$ cat config.mk
export PLATFORM = sky130hd
export DESIGN_NAME = ptd_config_bank
export DESIGN_NICKNAME = d
export VERILOG_FILES = /design/src/ptd_pkg.sv /design/src/ptd_config_bank.sv /design/src/ptd_delay_timer.sv
export SDC_FILE = /design/constraint.sdc
export NUM_CORES = 1
export LEC_CHECK = 0
export ABC_AREA = 1
export ABC_CLOCK_PERIOD_IN_PS = 4200
export BUFFER_PORTS_ARGS = -buffer_cell sky130_fd_sc_hd__buf_2
export CAP_MARGIN = 10
export CORE_MARGIN = 2
export CORE_UTILIZATION = 57
export CTS_BUF_LIST = sky130_fd_sc_hd__clkbuf_16
export DETAILED_ROUTE_END_ITERATION = 16
export PLACE_DENSITY_LB_ADDON = 0.2
export SYNTH_ARGS = -nofsm -noshare
export SYNTH_HDL_FRONTEND = slang
export SYNTH_HIERARCHICAL = 1
export SYNTH_SLANG_ARGS = --single-unit
export TNS_END_PERCENT = 20
$ cat constraint.sdc
create_clock -name clk -period 4.2 [get_ports clk]
set_input_delay 0.42 -clock clk [delete_from_list [all_inputs] [get_ports clk]]
set_output_delay 0.42 -clock clk [all_outputs]
set_load 0.02 [all_outputs]
$ cat src/ptd_pkg.sv
// Constants, field layout and carrier types for the protection threshold and delay configuration block
package ptd_pkg;
  localparam logic [7:0] ADDR_STATUS = 8'h00;
  localparam logic [7:0] ADDR_UNDERVOLTAGE_CONFIG = 8'h07;
  localparam logic [7:0] ADDR_DELAY = 8'h08;
  localparam logic [7:0] ADDR_DISCHARGE_OVERCURRENT_CONFIG = 8'h09;
  localparam logic [7:0] RST_UNDERVOLTAGE_CONFIG = 8'h00;
  localparam logic [7:0] RST_DELAY = 8'h00;
  localparam logic [7:0] RST_DISCHARGE_OVERCURRENT_CONFIG = 8'h00;

  // Field positions
  localparam int UV_TRIP_LSB = 0;
  localparam int UV_HYST_LSB = 4;
  localparam int UV_FETDIS_BIT = 6;
  localparam int OC_TRIP_LSB = 0;
  localparam int UV_DELAY_LSB = 4;
  localparam int OC_DELAY_LSB = 0;
  localparam int SOR_BIT = 5;
  localparam int ZVC_BIT = 6;
  localparam int BALANCING_ENABLE_BIT = 7;
  localparam int STAT_UV_BIT = 0;
  localparam int STAT_OC_BIT = 1;

  // Levels in millivolts
  localparam logic [11:0] UV_TRIP_BASE_MV = 12'h578;
  localparam logic [11:0] UV_TRIP_STEP_MV = 12'h064;
  localparam logic [11:0] UV_RELEASE_CAP_MV = 12'hCE4;
  localparam logic [11:0] UV_HYST_MV [4] = '{12'h0C8, 12'h190, 12'h320, 12'h4B0};
  localparam logic [7:0] OC_TRIP_BASE_MV = 8'h0A;
  localparam logic [7:0] OC_TRIP_STEP_MV = 8'h05;

  // Timing: one base tick is 125 us, fast-scale counts last cellCount base ticks
  localparam int CLK_PERIOD_NS = 100;
  localparam int TICK_NS = 125000;
  localparam int TICK_CYCLES = (TICK_NS + CLK_PERIOD_NS - 1) / CLK_PERIOD_NS;
  localparam int TICKS_PER_MS = 1000000 / TICK_NS;
  localparam int UV_DELAY_STEP_MS = 1000;
  localparam int OC_SHORT_STEP_MS = 20;
  localparam int OC_LONG_STEP_MS = 100;
  localparam int RECOVERY_MS = 12800;
  localparam int RECOVERY_TICKS = RECOVERY_MS * TICKS_PER_MS;
  localparam logic [4:0] FAST_COUNT [8] = '{5'h00, 5'h02, 5'h04, 5'h08, 5'h0A, 5'h0C, 5'h10, 5'h18};
  localparam int TICK_W = 12;
  localparam int TMR_W = 20;

  typedef enum logic [1:0] {PROT_IDLE, PROT_UV, PROT_OC} ptd_prot_e;

  typedef struct packed {
    logic wrEn;
    logic [7:0] addr;
    logic [7:0] data;
  } ptd_regreq_s;

  typedef struct packed {
    logic [11:0] cellMinMv;
    logic [7:0] senseMv;
  } ptd_meas_s;

  typedef struct packed {
    logic [TMR_W-1:0] count;
    logic expired;
  } ptd_tmr_s;

  typedef struct packed {
    logic [7:0] undervoltageConfig;
    logic [7:0] overcurrentUndervoltageDelay;
    logic [7:0] dischargeOvercurrentConfig;
    logic uvFlag;
    logic ocFlag;
    ptd_prot_e prot;
    logic uvDropsFet;
    logic [TICK_W-1:0] tickCnt;
    logic tick;
    logic discharge_fet_drive;
    logic precharge;
    logic balance;
    logic [7:0] rdData;
  } ptd_state_s;
endpackage

$ cat src/ptd_config_bank.sv
// Protection threshold and delay configuration bank with its fault sequencer
// Contract
// - Undervoltage trip is 1.4 V plus 100 mV per code, up to 2.9 V.
// - Hysteresis code selects 0.2, 0.4, 0.8 or 1.2 V.
// - Undervoltage releases at trip plus hysteresis, capped at 3.3 V.
// - In host mode, FET-disable bit set keeps discharge drive on at undervoltage.
// - Undervoltage detected from idle sets the status flag at offset zero unless overcurrent expires in the same cycle.
// - Overcurrent trip is 10 mV plus 5 mV per code, up to 85 mV.
// - Undervoltage delay is (code mod 8)+1 seconds, codes 8 to 15 give 1 to 8 s.
// - Fast scale gives internal counts 0..24, each count lasting cellCount base ticks.
// - Overcurrent delay is 20 ms steps for codes 0-15, 100 ms steps above.
// - Stand-alone, recovery-select clear: recover with charger after 12.8 s.
// - Stand-alone, recovery-select set: recover when fault clears after 12.8 s.
// - Precharge open-drain drive only in stand-alone with zero-volt bit set.
// - Cell balancing runs only when the balancing-enable bit is set.
`timescale 1ns/10ps
module ptd_config_bank #(
  parameter int TickCycles = ptd_pkg::TICK_CYCLES
) (
  input wire logic clk,
  input wire logic arst_n,
  input ptd_pkg::ptd_regreq_s regReq,
  output logic [7:0] regRdData,
  input ptd_pkg::ptd_meas_s meas,
  input wire logic hostMode,
  input wire logic chargerPresent,
  input wire logic fastDelayScale,
  input wire logic [3:0] cellCount,
  input wire logic balanceRequest,
  output logic dischargeFetDrive,
  output logic prechargeOpenDrainOut,
  output logic prechargeOpenDrainOe,
  output logic balancingActive
);
  ptd_pkg::ptd_state_s st_r;
  ptd_pkg::ptd_state_s st_nxt;
  logic [3:0] uvCode;
  logic [3:0] uvDelayCode;
  logic [4:0] ocDelayCode;
  logic [1:0] hystCode;
  logic [11:0] uvTripMv;
  logic [11:0] hystMv;
  logic [12:0] releaseSum;
  logic [11:0] releaseMv;
  logic [7:0] ocTripMv;
  logic [ptd_pkg::TMR_W-1:0] uvTarget;
  logic [ptd_pkg::TMR_W-1:0] ocTarget;
  logic uvRun;
  logic ocRun;
  logic recRun;
  logic uvDone;
  logic ocDone;
  logic recDone;
  logic ocRecover;

  assign uvCode = st_r.undervoltageConfig[ptd_pkg::UV_TRIP_LSB +: 4];
  assign hystCode = st_r.undervoltageConfig[ptd_pkg::UV_HYST_LSB +: 2];
  assign uvDelayCode = st_r.overcurrentUndervoltageDelay[ptd_pkg::UV_DELAY_LSB +: 4];
  assign ocDelayCode = st_r.dischargeOvercurrentConfig[ptd_pkg::OC_DELAY_LSB +: 5];

  assign uvTripMv = ptd_pkg::UV_TRIP_BASE_MV + 12'(uvCode * ptd_pkg::UV_TRIP_STEP_MV);
  assign hystMv = ptd_pkg::UV_HYST_MV[hystCode];
  assign releaseSum = {1'b0, uvTripMv} + {1'b0, hystMv};
  // Cap keeps the release reachable whatever pair software picks
  assign releaseMv = (releaseSum > {1'b0, ptd_pkg::UV_RELEASE_CAP_MV}) ? ptd_pkg::UV_RELEASE_CAP_MV
                     : releaseSum[11:0];
  assign ocTripMv = ptd_pkg::OC_TRIP_BASE_MV
                    + 8'(st_r.overcurrentUndervoltageDelay[ptd_pkg::OC_TRIP_LSB +: 4]
                    * ptd_pkg::OC_TRIP_STEP_MV);

  always_comb
  begin
    if (fastDelayScale && !uvDelayCode[3])
    begin
      uvTarget = ptd_pkg::TMR_W'(ptd_pkg::FAST_COUNT[uvDelayCode[2:0]]) * ptd_pkg::TMR_W'(cellCount);
    end
    else
    begin
      uvTarget = ptd_pkg::TMR_W'((int'(uvDelayCode[2:0]) + 1)
                 * ptd_pkg::UV_DELAY_STEP_MS * ptd_pkg::TICKS_PER_MS);
    end
    if (!ocDelayCode[4])
    begin
      ocTarget = ptd_pkg::TMR_W'((int'(ocDelayCode[3:0]) + 1)
                 * ptd_pkg::OC_SHORT_STEP_MS * ptd_pkg::TICKS_PER_MS);
    end
    else
    begin
      ocTarget = ptd_pkg::TMR_W'((int'(ocDelayCode[3:0]) + 1)
                 * ptd_pkg::OC_LONG_STEP_MS * ptd_pkg::TICKS_PER_MS);
    end
  end

  assign uvRun = (st_r.prot == ptd_pkg::PROT_IDLE) && (meas.cellMinMv < uvTripMv);
  assign ocRun = (st_r.prot == ptd_pkg::PROT_IDLE) && (meas.senseMv >= ocTripMv);
  assign recRun = (st_r.prot == ptd_pkg::PROT_OC);

  ptd_delay_timer uUvTimer (
    .clk(clk),
    .arst_n(arst_n),
    .run(uvRun),
    .tick(st_r.tick),
    .target(uvTarget),
    .expired(uvDone)
  );

  ptd_delay_timer uOcTimer (
    .clk(clk),
    .arst_n(arst_n),
    .run(ocRun),
    .tick(st_r.tick),
    .target(ocTarget),
    .expired(ocDone)
  );

  // Recovery window restarts at each detection
  ptd_delay_timer uRecTimer (
    .clk(clk),
    .arst_n(arst_n),
    .run(recRun),
    .tick(st_r.tick),
    .target(ptd_pkg::TMR_W'(ptd_pkg::RECOVERY_TICKS)),
    .expired(recDone)
  );

  always_comb
  begin
    if (hostMode)
    begin
      // Host decides by clearing the overcurrent flag
      ocRecover = !st_r.ocFlag;
    end
    else if (st_r.dischargeOvercurrentConfig[ptd_pkg::SOR_BIT])
    begin
      ocRecover = recDone && (meas.senseMv < ocTripMv);
    end
    else
    begin
      ocRecover = recDone && chargerPresent;
    end
  end

  always_comb
  begin
    st_nxt = st_r;
    st_nxt.tick = 1'b0;
    if (st_r.tickCnt >= ptd_pkg::TICK_W'(TickCycles - 1))
    begin
      st_nxt.tickCnt = '0;
      st_nxt.tick = 1'b1;
    end
    else
    begin
      st_nxt.tickCnt = st_r.tickCnt + 1'b1;
    end
    if (regReq.wrEn)
    begin
      unique case (regReq.addr)
        ptd_pkg::ADDR_STATUS:
        begin
          // Write one to clear; a same-cycle detection below wins
          st_nxt.uvFlag = st_r.uvFlag & ~regReq.data[ptd_pkg::STAT_UV_BIT];
          st_nxt.ocFlag = st_r.ocFlag & ~regReq.data[ptd_pkg::STAT_OC_BIT];
        end
        ptd_pkg::ADDR_UNDERVOLTAGE_CONFIG: st_nxt.undervoltageConfig = regReq.data;
        ptd_pkg::ADDR_DELAY: st_nxt.overcurrentUndervoltageDelay = regReq.data;
        ptd_pkg::ADDR_DISCHARGE_OVERCURRENT_CONFIG: st_nxt.dischargeOvercurrentConfig = regReq.data;
        default: st_nxt.tick = st_nxt.tick;
      endcase
    end
    unique case (regReq.addr)
      ptd_pkg::ADDR_STATUS: st_nxt.rdData = {6'h00, st_r.ocFlag, st_r.uvFlag};
      ptd_pkg::ADDR_UNDERVOLTAGE_CONFIG: st_nxt.rdData = st_r.undervoltageConfig;
      ptd_pkg::ADDR_DELAY: st_nxt.rdData = st_r.overcurrentUndervoltageDelay;
      ptd_pkg::ADDR_DISCHARGE_OVERCURRENT_CONFIG: st_nxt.rdData = st_r.dischargeOvercurrentConfig;
      default: st_nxt.rdData = 8'h00;
    endcase
    unique case (st_r.prot)
      ptd_pkg::PROT_IDLE:
      begin
        // Overcurrent outranks undervoltage when both expire together
        if (ocDone)
        begin
          st_nxt.prot = ptd_pkg::PROT_OC;
          st_nxt.ocFlag = 1'b1;
        end
        else if (uvDone)
        begin
          st_nxt.prot = ptd_pkg::PROT_UV;
          st_nxt.uvFlag = 1'b1;
          st_nxt.uvDropsFet = !(hostMode && st_r.undervoltageConfig[ptd_pkg::UV_FETDIS_BIT]);
        end
      end
      ptd_pkg::PROT_UV:
      begin
        if (meas.cellMinMv >= releaseMv)
        begin
          st_nxt.prot = ptd_pkg::PROT_IDLE;
        end
      end
      ptd_pkg::PROT_OC:
      begin
        if (ocRecover)
        begin
          st_nxt.prot = ptd_pkg::PROT_IDLE;
        end
      end
      default:
      begin
        st_nxt.prot = ptd_pkg::PROT_IDLE;
      end
    endcase
    st_nxt.discharge_fet_drive = !((st_nxt.prot == ptd_pkg::PROT_OC)
                 || ((st_nxt.prot == ptd_pkg::PROT_UV) && st_nxt.uvDropsFet));
    st_nxt.precharge = !hostMode && st_r.dischargeOvercurrentConfig[ptd_pkg::ZVC_BIT]
                       && chargerPresent && (meas.cellMinMv < uvTripMv);
    st_nxt.balance = st_r.dischargeOvercurrentConfig[ptd_pkg::BALANCING_ENABLE_BIT] && balanceRequest;
  end

  always_ff @(posedge clk or negedge arst_n)
  begin
    if (!arst_n)
    begin
      st_r <= '0;
      st_r.undervoltageConfig <= ptd_pkg::RST_UNDERVOLTAGE_CONFIG;
      st_r.overcurrentUndervoltageDelay <= ptd_pkg::RST_DELAY;
      st_r.dischargeOvercurrentConfig <= ptd_pkg::RST_DISCHARGE_OVERCURRENT_CONFIG;
      st_r.prot <= ptd_pkg::PROT_IDLE;
      st_r.discharge_fet_drive <= 1'b1;
    end
    else
    begin
      st_r <= st_nxt;
    end
  end

  assign regRdData = st_r.rdData;
  assign dischargeFetDrive = st_r.discharge_fet_drive;
  // Open drain only ever pulls low
  assign prechargeOpenDrainOut = 1'b0;
  assign prechargeOpenDrainOe = st_r.precharge;
  assign balancingActive = st_r.balance;
endmodule

$ cat src/ptd_delay_timer.sv
// Tick-based delay timer: expires once run has held for target ticks
`timescale 1ns/10ps
module ptd_delay_timer (
  input wire logic clk,
  input wire logic arst_n,
  input wire logic run,
  input wire logic tick,
  input wire logic [ptd_pkg::TMR_W-1:0] target,
  output logic expired
);
  ptd_pkg::ptd_tmr_s st_r;
  ptd_pkg::ptd_tmr_s st_nxt;

  always_comb
  begin
    st_nxt = st_r;
    if (!run)
    begin
      // Dropping run restarts the delay from zero
      st_nxt.count = '0;
    end
    else if (tick && !st_r.expired)
    begin
      st_nxt.count = st_r.count + 1'b1;
    end
    st_nxt.expired = run && (st_nxt.count >= target);
  end

  always_ff @(posedge clk or negedge arst_n)
  begin
    if (!arst_n)
    begin
      st_r <= '0;
    end
    else
    begin
      st_r <= st_nxt;
    end
  end

  assign expired = st_r.expired;
endmodule

Word-level counts from Yosys, hierarchy flattened --
Memories as Yosys holds them, arrays and structs flattened. Cells that the tools add are included.
Storage, ports and cells: latch bits 0, input port bits 47, output and inout bits 12, RAM bits 0, bits in read-only memories 40, logic and storage cells 122, memories kept 1, bits in registers 116
Memory list:
- (name not given) | words 8, bits a word 5, rd ports 1, clocked after Yosys merged registers in 0, wr ports 0, line ptd_config_bank.sv:75 | uvTarget = ptd_pkg::TMR_W'(ptd_pkg::FAST_COUNT[uvDelayCode[2:0]]) * ptd_pkg::TMR_W'(cellCount);
Cells by class: reductions and logical operators 31, div/mod/pow operators 0, multipliers 6, equal/unequal tests 7, multiplexer cells 32, add/subtract/negate cells 9, bitwise gates (word level) 6, $lt $le $gt $ge 11, shift operators 0
Operators with widths (count):
- 2-to-1 mux 20 bit | 7
- adder 20 x 1 -> 20 bit (second input constant) | 3
- 2-to-1 mux 12 bit | 4
- multiplier 32 x 4 -> 15 bit (second input constant) | 1
- case mux 8 bit (4 select lines) | 1
- binary-select mux 12 bit (select 2 bit) | 1
- greater-or-equal comparator 20 x 17 -> 1 bit | 1
- greater-or-equal comparator 20 x 17 -> 1 bit (second input constant) | 1
- greater-or-equal comparator 20 bit | 1
- logical AND 1 bit | 17
- 2-to-1 mux 17 bit | 1
- equality test 8 x 4 -> 1 bit (second input constant) | 2
- adder 12 x 12 -> 13 bit | 1
- > comparator 13 x 12 -> 1 bit (second input constant) | 1
- adder 11 x 11 -> 12 bit (first input constant) | 1
- adder 12 x 1 -> 12 bit (second input constant) | 1
- greater-or-equal comparator 12 x 11 -> 1 bit (second input constant) | 1
- greater-or-equal comparator 12 bit | 1
- less-than comparator 12 bit | 1
- 2-to-1 mux 2 bit | 6
- multiplier 4 x 7 -> 11 bit (second input constant) | 1
- multiplier 5 x 5 -> 10 bit (second input constant) | 1
- 2-to-1 mux 5 bit | 2
- multiplier 4 x 5 -> 9 bit (second input constant) | 1
- 24 further kinds | 44

Depth between registers and ports, before layout --
Gate-level depths: netlist of run 1.
depth in word-level cells 14, gate-level depth with buffers 36, depth with buffers taken out 36

By module --
Netlist of run 1, hierarchy kept.
By module, submodules not included:
- ptd_config_bank | cells each 758, area each 5739.3 um^2, seq. area each 1327.5 um^2, times used 1
- ptd_delay_timer at uOcTimer ... | cells each 247, area each 1716.6 um^2, seq. area each 525.5 um^2, times used 2
- ptd_delay_timer at uUvTimer | cells each 247, area each 1712.9 um^2, seq. area each 525.5 um^2, times used 1

Worst setup path after synthesis of run 1 --
OpenSTA, ideal clock, no wires.
kind reg-to-reg, from register st_r[41] (netlist name), to register uUvTimer.st_r (netlist bit uUvTimer/expired), path buffers 1, library setup time 0.078 ns, setup slack -0.181 ns, required time 4.122 ns, arrival time 4.303 ns, cell stages (with the launch flop) 26, clock period less this slack 4.381 ns, cell sequence dfrtp_1 clkbuf_1 inv_1 ha_1 inv_1 fa_1 fa_1 inv_1 ha_1 nand2_1 o21a_1 o21a_1 o21ai_0 a21oi_1 nand2_1 nand2_1 nor2_1 inv_1 ha_1 nand2_1 inv_1 nand2_1 nor2_1 and3_1 nand2_1 a21oi_1
RTL lines:
- to (signal assigned) | line ptd_delay_timer.sv:37 | st_r <= st_nxt;
- to (decl) | line ptd_delay_timer.sv:11 | ptd_pkg::ptd_tmr_s st_r;

==> results of run 1 <==
==> cells by family after synthesis <==
family,after synthesis,synth area share
AOI/OAI and AO/OA,221,0.115
xor gates and xnor gates,20,0.0161
adders and majority gates,184,0.222
buffers and inverters,339,0.120
DFF,116,0.267
other,2,0.000690
and+or+nand+nor,617,0.260
==> registers in the layout, summed over array words and instances (netlist names) <==
signal and flops:
st_r 35, uOcTimer/st_r 20, uRecTimer/st_r 20, uUvTimer/st_r 20
regRdData 8, ocDelayCode 5, hystCode 2, balancingActive 1
dischargeFetDrive 1, prechargeOpenDrainOe 1, uOcTimer/expired 1, uRecTimer/expired 1
uUvTimer/expired 1
==> layer usage <==
metal | GRT usage | part of all wire
met1 | 0.336 | 0.43
met2 | 0.485 | 0.49
met3 | 0.0508 | 0.047
met4 | 0.0958 | 0.030
met5 | 0 | 0
==> cells in the final DEF (no fill, tap or decap), types with 12 or more instances in the layout <==
master and n:
nand2_1 300, inv_1 291, ha_1 146, nor2_1 130
dfrtp_1 112, a21oi_1 74, buf_4 72, buf_2 56
nand3_1 46, o21ai_0 42, conb_1 36, o21ai_1 35
nand2_2 31, nor3_1 24, inv_2 21, nor2_4 20
ha_4 20, clkbuf_16 17, a21oi_2 16, nand4_1 15
nor2_2 12
==> cell type report <==
cell class                      count  area share
Sequential cell                   116       0.219
Clock buffer                       17      0.0321
Clock inverter                     15      0.0125
Inverter                          319      0.0911
Antenna cell                        1    0.000189
Timing Repair Buffer              136      0.0687
Multi-Input combinational cell   1078       0.554
Tap cell                          234      0.0221
==> critical path, stage by stage (launching register included) <==
cell      delay [ns]
dfrtp_1         0.43
buf_6           0.15
inv_4           0.05
ha_4            0.20
fa_2            0.64
or2_4           0.14
nand2_2         0.05
ha_1            0.32
a21oi_2         0.15
o221ai_1        0.15
nand2_1         0.09
nand3b_1        0.08
nand3b_1        0.10
nand2_2         0.09
nor2_4          0.20
buf_6           0.15
o21ai_0         0.08
nor2_1          0.20
ha_1            0.30
nand2_2         0.10
inv_1           0.05
nand2_1         0.06
nand2_1         0.05
nand2_1         0.07
nand3_1         0.07
nor2_1          0.12
a21oi_1         0.09
==> path summary, 6_finish.rpt <==
kind	startpoint	endpoint	slack, ns
min in group clk	balanceRequest	balancingActive$_DFF_PN0_	0.20
setup reg to reg	st_r[46]$_DFFE_PN0P_	uUvTimer/expired$_DFF_PN0_	-0.12
max in group asynchronous	arst_n	dischargeFetDrive$_DFF_PN1_	3.12
hold reg to reg	st_r[52]$_DFFE_PN0P_	st_r[52]$_DFFE_PN0P_	0.49
hold / removal	arst_n	regRdData[2]$_DFF_PN0_	0.13
setup / recovery	st_r[46]$_DFFE_PN0P_	uUvTimer/expired$_DFF_PN0_	-0.12
==> repair_timing <==
action	in CTS	in global routing
gates cloned	1	0
pin swaps	46	52
buffers inserted	15	3
resized for setup	69	69
hold buffers	0	0
setup endpoints to repair	3	5
==> where the power goes <==
group          switching, mW  total, mW  internal (mW)
sequential            0.0307       1.18           1.15
combinational          0.650       1.15          0.495
clock                  0.548       1.47          0.926
total                   1.23       3.80           2.57
==> per-stage QoR <==
step | setup TNS, ns | util
after floorplan | 0 | -
after detailed placement | -0.557 | 0.638
after global routing | -1.07 | 0.709
final | -0.240 | 0.709
after global placement | -0.165 | 0.638
after CTS | -0.00125 | 0.693
==> impl_metrics.tcl, run 1 <==
set metrics [dict create \
    finalCritPeriodShare 1.03 \
    violations "negative setup slack" \
    h-tree-depth 4 \
    critPathRequiredTime_ns 4.50 \
    syn_area_um2 10900 \
    slew_violations 0 \
    rows 50 \
    start_util 0.582 \
    layout.nets 1899 \
    synth-seq-cells 116 \
    async_flop_share 1.00 \
    worst_pin_slew_ns 0.921 \
    place_ws_ns -0.254 \
    layout_setup_ws_ns -0.120 \
    cp.arrival_ns 4.62 \
    crit_type "flip-flop to flip-flop" \
    report.final.setup_viol 3 \
    drc_errors 0 \
    crit_path_max_fanout 5 \
    fillers 1475 \
    cts_sinks 116 \
    synth_edf_count 0 \
    path_clk_slew_ns 0.06 \
    rsz0062_at_grt "yes" \
    synth_largest_area_cell "dfrtp_1" \
    cp-start-kind "flip-flop" \
    cts_tree "done" \
    ys_seq_area_frac 0.267 \
    synth_top_flop_cell "dfrtp_1" \
    dr.first_iter.drc_count 626 \
    dr.pass1.iters 7 \
    antenna_left 0 \
    placed_area_um2 11900 \
    overflow 0 \
    clk_path_buf_depth 2 \
    holdWs_ns 0.134 \
    fmax_mhz 232 \
    dp.final_hpwl_mm 19.9 \
    p_leak_nw 7.04 \
    yosysMostFrequentCell "nand2_1" \
    drv_cap 0 \
    reg2reg_depth 26 \
    grt_pass1_wl_mm 44.6 \
    insertion_delay_ns 0.42 \
    first_global_vias 9851 \
    vias 9968 \
    synth_commonest_cells "nand2_1, inv_1, ha_1" \
    wl_mm 26.7 \
    multi_input_area_um2 7350 \
    finalHoldViolCount 0 \
    status "complete, but fails checks" \
    slew_headroom 0.386 \
    core_um2 18700 \
    io_pins 59 \
    yosys_warnings 6 \
    synthTopCellsByArea "dfrtp_1, ha_1, nand2_1" \
    io_buffers 57 \
    layout.area.seq_um2 2910 \
    powerDensity_nw_per_um2 286 \
    grt_max_degree 70 \
    synth.distinct_cells 52 \
    hold_path.class "input port to async pin" \
    synth_area_per_cell_um2 7.26 \
    critPathCaptureType "flip-flop" \
    die_h_um 142 \
    dp.cells 1864 \
    wl_per_cell_um 14.0 \
    ir_drop_uv 257 \
    viasPerCell 5.20 \
    grt_use_total 0.275 \
    drive_gt1_frac 0.203 \
    synth_top_area_share 0.264 \
    fin_total_pwr_mw 3.80 \
    layoutNonFillerInstCount 1916 \
    skew_ns 0.00591 \
    place.gp.congestion 0.882 \
    finish.instance_area_um2 13300 \
    cts-buffers-inserted 17 \
    dieArea_um2 20200 \
    antenna_found_initial 1 \
    syn_inst 1499 \
    area_growth_pct 21.9 \
    cts_root_buf "clkbuf_16" \
    finalCriticalPeriod_ns 4.32 \
    die_width_um 142 \
]
Note: power is estimated with default switching activity, not from simulation.
==> run 2: changes to the inputs <==
Settings changed: CORE_ASPECT_RATIO set to 1.5, CORE_MARGIN 2 to unset.
==> run 2 against run 1 <==
The flow still finishes with violations (negative setup slack). Critical endpoint unchanged. Fmax increased by 1.2%. Clock skew increased by 0.0052 ns. Via count shrank 0.14%. Highest routed layer unchanged. Register-to-register slack gained 0.05 ns. Worst hold slack worse by 0.060 ns. Sequential power about the same. First-iteration DRC count shrank 19%. Worst setup slack better by 0.051 ns. Combinational power is essentially flat.
==> impl_metrics.tcl, run 2 (synthesis gave the netlist of run 1 again) <==
set metrics [dict create \
    status "complete, but fails checks" \
    violations "negative setup slack" \
    antenna_left 0 \
    ir_drop_uv 234 \
    cp_num_cells 27 \
    worst_pin_slew_ns 0.866 \
    insertion_delay_ns 0.42 \
    cp.arrival_ns 4.61 \
    top_layer "met4" \
    fin_util 0.707 \
    io_buffers 57 \
    finalHoldViolCount 0 \
    rows 61 \
    slew_headroom 0.421 \
    clk_path_buf_depth 2 \
    reg2reg_depth 27 \
    critical_path.top_delay_family "adder cells" \
    overflow 0 \
    hold_path.class "input port to async pin" \
    wl_per_cell_um 13.7 \
    report.final.setup_viol 3 \
    grt_pass1_wl_mm 43.9 \
    io_pins 59 \
    drc_errors 0 \
    rsz0062_at_grt "yes" \
    path_clk_slew_ns 0.05 \
    switching_power_mw 1.19 \
    dr.first_iter.drc_count 505 \
    swShare 0.303 \
    critical_path.slowest_cell "fa_2" \
    dr_wl_met3_mm 1.00 \
    cts_sinks 116 \
    die_h_um 171 \
    drv_cap 0 \
    critPathCaptureType "flip-flop" \
    place.gp.congestion 0.893 \
    area_growth_pct 20.9 \
    fmax_mhz 234 \
    dp.final_hpwl_mm 20.1 \
    critPathRequiredTime_ns 4.55 \
    drt-met1-wl_mm 10.5 \
    mostFrequentLayoutCell "nand2_1" \
    antennaDiodeCount 0 \
    layoutNonFillerInstCount 1932 \
    timing.rr.start "st_r[46]$_DFFE_PN0P_" \
    skew_ns 0.0111 \
    p_leak_nw 7.05 \
    crit_top_cell "nand2_1" \
    layout_setup_ws_ns -0.0680 \
    p_seq_frac 0.300 \
    slew_violations 0 \
    first_global_vias 9928 \
    start_util 0.585 \
    grt_use_total 0.285 \
    regMostFlops "st_r" \
    cts-buffers-inserted 17 \
    clock_power_share 0.411 \
    cp-start-kind "flip-flop" \
    drive_gt1_frac 0.180 \
    cts_tree "done" \
    antenna_found_initial 0 \
    final_cell_mix "nand2_1, inv_1, ha_1, nor2_1, dfrtp_1" \
    viasPerCell 5.15 \
    cts_root_buf "clkbuf_16" \
    p_comb_frac 0.288 \
    powerDensity_nw_per_um2 298 \
    vias 9954 \
    finalCriticalPeriod_ns 4.27 \
    wl_mm 26.4 \
    grt_max_degree 58 \
    layout.nets 1898 \
    crit_buf_inv 4 \
    internal_power_mw 2.73 \
    largest_reg_flops 35 \
    r2r_end "uUvTimer/expired$_DFF_PN0_" \
    core_um2 18600 \
    cpPeakStageDelay_ns 0.58 \
    crit_type "flip-flop to flip-flop" \
    regToRegSetupSlack_ns -0.07 \
    die_width_um 115 \
    h-tree-depth 4 \
    crit_path_max_fanout 8 \
    dr.pass1.iters 5 \
    finalCritPeriodShare 1.02 \
    dieArea_um2 19700 \
    dp.cells 1881 \
    met2_length_mm 14.0 \
]
==> run 2: cell count changes in the layout (fill, tap and decap cells not counted), sizes merged <==
cell      before  now
clkinv        15    9
bufinv         3    6
inv          316  318
buf          136  135
clkinvlp       0    1
diode          1    0
==> run 2: worst max-delay path by stage <==
stage	start	to	slack (ns)
floorplan	st_r[41]$_DFFE_PN0P_	uUvTimer/expired$_DFF_PN0_	0.04
global placement	st_r[46]$_DFFE_PN0P_	dischargeFetDrive$_DFF_PN1_	-0.26
detailed placement	st_r[46]$_DFFE_PN0P_	dischargeFetDrive$_DFF_PN1_	-0.32
CTS	st_r[45]$_DFFE_PN0P_	dischargeFetDrive$_DFF_PN1_	-0.11
global route	st_r[46]$_DFFE_PN0P_	dischargeFetDrive$_DFF_PN1_	-0.37
finish	st_r[46]$_DFFE_PN0P_	uUvTimer/expired$_DFF_PN0_	-0.07
==> run 2: per-stage QoR <==
step                      power (mW)  worst slack (ns)  setup TNS, ns  cell area, um2  hold slack, ns
after floorplan                 1.84            0.0384              0           11000           0.124
after global placement          2.11            -0.264         -0.492           12000           0.473
after detailed placement        2.13            -0.324         -0.693           12000           0.472
after CTS                       3.84            -0.110         -0.196           12900           0.104
after global routing            4.14            -0.373          -1.24           13200           0.123
final                           3.92           -0.0680         -0.141           13200          0.0732
==> run 2: routing by layer <==
metal  GRT usage  up-vias
met5           0        -
met4       0.119        0
met3      0.0447       63
met2       0.540      207
met1       0.311     4626
li1            -     5058
==> run 2: power by group through the flow <==
stage	clock, mW	combinational [mW]	sequential [mW]
after floorplan	0	0.656	1.19
after global placement	0	0.918	1.19
after detailed placement	0	0.936	1.19
after CTS	1.63	1.04	1.17
after global routing	1.68	1.28	1.18
final	1.61	1.13	1.18
==> run 2: layout make-up <==
type / count / area (um2)
multi-input combinational: 1078 / 7180
timing repair buffer: 135 / 905
sequential: 116 / 2910
fill: 1525 / 5460
clock buffer: 17 / 425
clock inverter: 15 / 221
tap: 252 / 315
inverter: 319 / 1200
==> run 2: worst reg2reg max path: cells and delay by family, from the launching register on <==
kind                     cells  cell delay [ns]
adder cells (fa/ha/maj)      5             1.40
buffers and inverters        4             0.49
AO/OA/AOI/OAI                5             0.76
flip-flops                   1             0.44
AND/OR/NAND/NOR             13             1.10
==> run 2: timing repair <==
| action | CTS | global route |
|---|---|---|
| endpoints found under the setup margin | 3 | 4 |
| buffers inserted | 11 | 8 |
| gates resized for setup | 36 | 52 |
| hold buffers | 0 | 0 |
| gates cloned | 0 | 0 |
| pin swaps | 30 | 35 |
==> run 3: changes to the inputs <==
Settings changed: CORE_ASPECT_RATIO 1.5 to unset.
==> run 3 against run 2 <==
The flow still finishes with violations (negative setup slack). Clock skew hardly changed. Highest routed layer unchanged. Core utilization shrank 1.7 points. Final cell count is 1.1% lower. First-iteration DRC count rose by 11%. Largest power group unchanged. Fmax shrank 0.92%. Sequential power hardly changed. Non-clock buffer count decreased by 4. Critical path depth fell by 3. Die area barely moved. Critical endpoint unchanged. Worst setup slack worse by 0.040 ns. Total power decreased by 7.6%.
==> impl_metrics.tcl, run 3 (synthesis gave the netlist of run 1 again) <==
set metrics [dict create \
    rsz0062_at_grt "yes" \
    final_cell_mix "nand2_1, inv_1, ha_1, nor2_1, dfrtp_1" \
    clk_path_buf_depth 2 \
    swShare 0.340 \
    io_pins 59 \
    die_width_um 140 \
    drc_errors 0 \
    cts-buffers-inserted 17 \
    vias 9824 \
    p_leak_nw 6.97 \
    start_util 0.582 \
    cts_tree "done" \
    finalCriticalPeriod_ns 4.31 \
    core_um2 18700 \
    report.final.setup_viol 3 \
    drv_cap 0 \
    violations "negative setup slack" \
    dr.first_iter.drc_count 560 \
    clock_power_share 0.372 \
    mostFrequentLayoutCell "nand2_1" \
    drive_gt1_frac 0.171 \
    finalHoldViolCount 0 \
    worst_pin_slew_ns 0.840 \
    grt_use_total 0.274 \
    finalCritPeriodShare 1.03 \
    critPathCaptureType "flip-flop" \
    wl_per_cell_um 13.2 \
    internal_power_mw 2.39 \
    fillers 1594 \
    switching_power_mw 1.23 \
    status "complete, but fails checks" \
    antennaDiodeCount 0 \
    timing.rr.start "st_r[41]$_DFFE_PN0P_" \
    crit_type "flip-flop to flip-flop" \
    regMostFlops "st_r" \
    antenna_left 0 \
    h-tree-depth 4 \
    grt_max_degree 103 \
    antenna_found_initial 0 \
    skew_ns 0.0114 \
    hold_path.class "input port to flip-flop" \
    slew_headroom 0.439 \
    first_global_vias 9582 \
    grt_pass1_wl_mm 43.3 \
    viasPerCell 5.14 \
    layout_setup_ws_ns -0.108 \
    layout.nets 1894 \
    io_buffers 57 \
    dieArea_um2 19700 \
    multi_input_area_um2 7080 \
    cts_sinks 116 \
    powerDensity_nw_per_um2 281 \
    hold_start "balanceRequest" \
    final.setup.tns_ns -0.294 \
    overflow 0 \
    fin_total_pwr_mw 3.62 \
    cts_root_buf "clkbuf_16" \
    slew_violations 0 \
    regToRegSetupSlack_ns -0.11 \
    insertion_delay_ns 0.42 \
    crit_path_max_fanout 4 \
    critPathRequiredTime_ns 4.53 \
    die_h_um 140 \
    rows 50 \
    dp.final_hpwl_mm 19.8 \
    largest_reg_flops 35 \
    r2r_end "uUvTimer/expired$_DFF_PN0_" \
    reg2reg_depth 24 \
    ir_drop_uv 188 \
    fmax_mhz 232 \
    wl_mm 25.3 \
    area_growth_pct 18.5 \
    p_seq_frac 0.325 \
    layout.area.seq_um2 2910 \
    hold_depth 3 \
    cp-start-kind "flip-flop" \
    p_comb_frac 0.303 \
    cp.arrival_ns 4.64 \
    holdPathEnd "balancingActive$_DFF_PN0_" \
    place.gp.congestion 0.910 \
    dr.pass1.iters 6 \
    path_clk_slew_ns 0.06 \
]
-- run 3: worst max path at each step --
| stage | from | end | cells past startpoint |
|---|---|---|---|
| final | st_r[41]$_DFFE_PN0P_ | uUvTimer/expired$_DFF_PN0_ | 24 |
| after floorplan | st_r[41]$_DFFE_PN0P_ | uUvTimer/expired$_DFF_PN0_ | 25 |
| after global placement | st_r[46]$_DFFE_PN0P_ | dischargeFetDrive$_DFF_PN1_ | 29 |
| after global routing | st_r[45]$_DFFE_PN0P_ | dischargeFetDrive$_DFF_PN1_ | 33 |
| after CTS | st_r[46]$_DFFE_PN0P_ | dischargeFetDrive$_DFF_PN1_ | 28 |
| after detailed placement | st_r[46]$_DFFE_PN0P_ | uUvTimer/expired$_DFF_PN0_ | 25 |
-- run 3: stage by stage --
stage | utilization | cell area [um2] | hold slack, ns | setup slack, ns | cells
finish | 0.689 | 12900 | 0.199 | -0.108 | 1910
floorplan | - | 11000 | 0.124 | 0.0384 | 1533
global route | 0.689 | 12900 | 0.216 | -0.396 | 1910
global placement | 0.639 | 12000 | 0.303 | -0.157 | 1865
CTS | 0.684 | 12800 | 0.187 | -0.0693 | 1907
detailed placement | 0.639 | 12000 | 0.305 | -0.252 | 1865
-- run 3: layout make-up --
| type | instances | share of cell area |
|---|---|---|
| inverters | 319 | 0.0929 |
| multi-input cells | 1078 | 0.549 |
| flip-flops and latches | 116 | 0.225 |
| repair buffers | 131 | 0.0674 |
| clock inverters | 15 | 0.00970 |
| well taps | 234 | 0.0227 |
| clock buffers | 17 | 0.0330 |
-- run 3: what timing repair did --
action | 4_1_cts | 5_1_grt
gates resized for setup | 42 | 21
endpoints found under the hold margin | 14 | 0
setup endpoints to repair | 3 | 4
setup buffers | 9 | 3
pin swaps | 28 | 15
hold buffers | 1 | 0
-- run 3: worst max-delay path: stages, from the launching register on --
cell     delay (ns)
dfrtp_2        0.44
ha_1           0.24
xnor2_2        0.19
inv_1          0.10
fa_1           0.52
fa_1           0.52
inv_1          0.04
ha_1           0.30
nand2_1        0.06
o21a_1         0.18
o21a_1         0.18
o21ai_1        0.12
a21oi_1        0.09
nand2_1        0.06
nand2_1        0.05
nor2_2         0.16
inv_1          0.06
ha_1           0.27
nand2_1        0.05
inv_1          0.05
nand2_1        0.08
nor2_2         0.13
and3_1         0.16
nand2_1        0.05
a21oi_1        0.13
-- run 3: power groups by stage --
stage               logic, mW  registers (mW)  clock network [mW]
floorplan               0.656            1.19                   0
global placement        0.922            1.19                   0
detailed placement      0.944            1.19                   0
CTS                      1.05            1.17                1.36
global route             1.25            1.18                1.43
finish                   1.10            1.17                1.35
-- run 3: metal layers --
metal | share of wire | track usage | vias to the layer above
li1 | - | - | 5064
met1 | 0.45 | 0.344 | 4515
met2 | 0.49 | 0.488 | 209
met3 | 0.039 | 0.0362 | 36
met4 | 0.018 | 0.0844 | 0
met5 | 0 | 0 | -
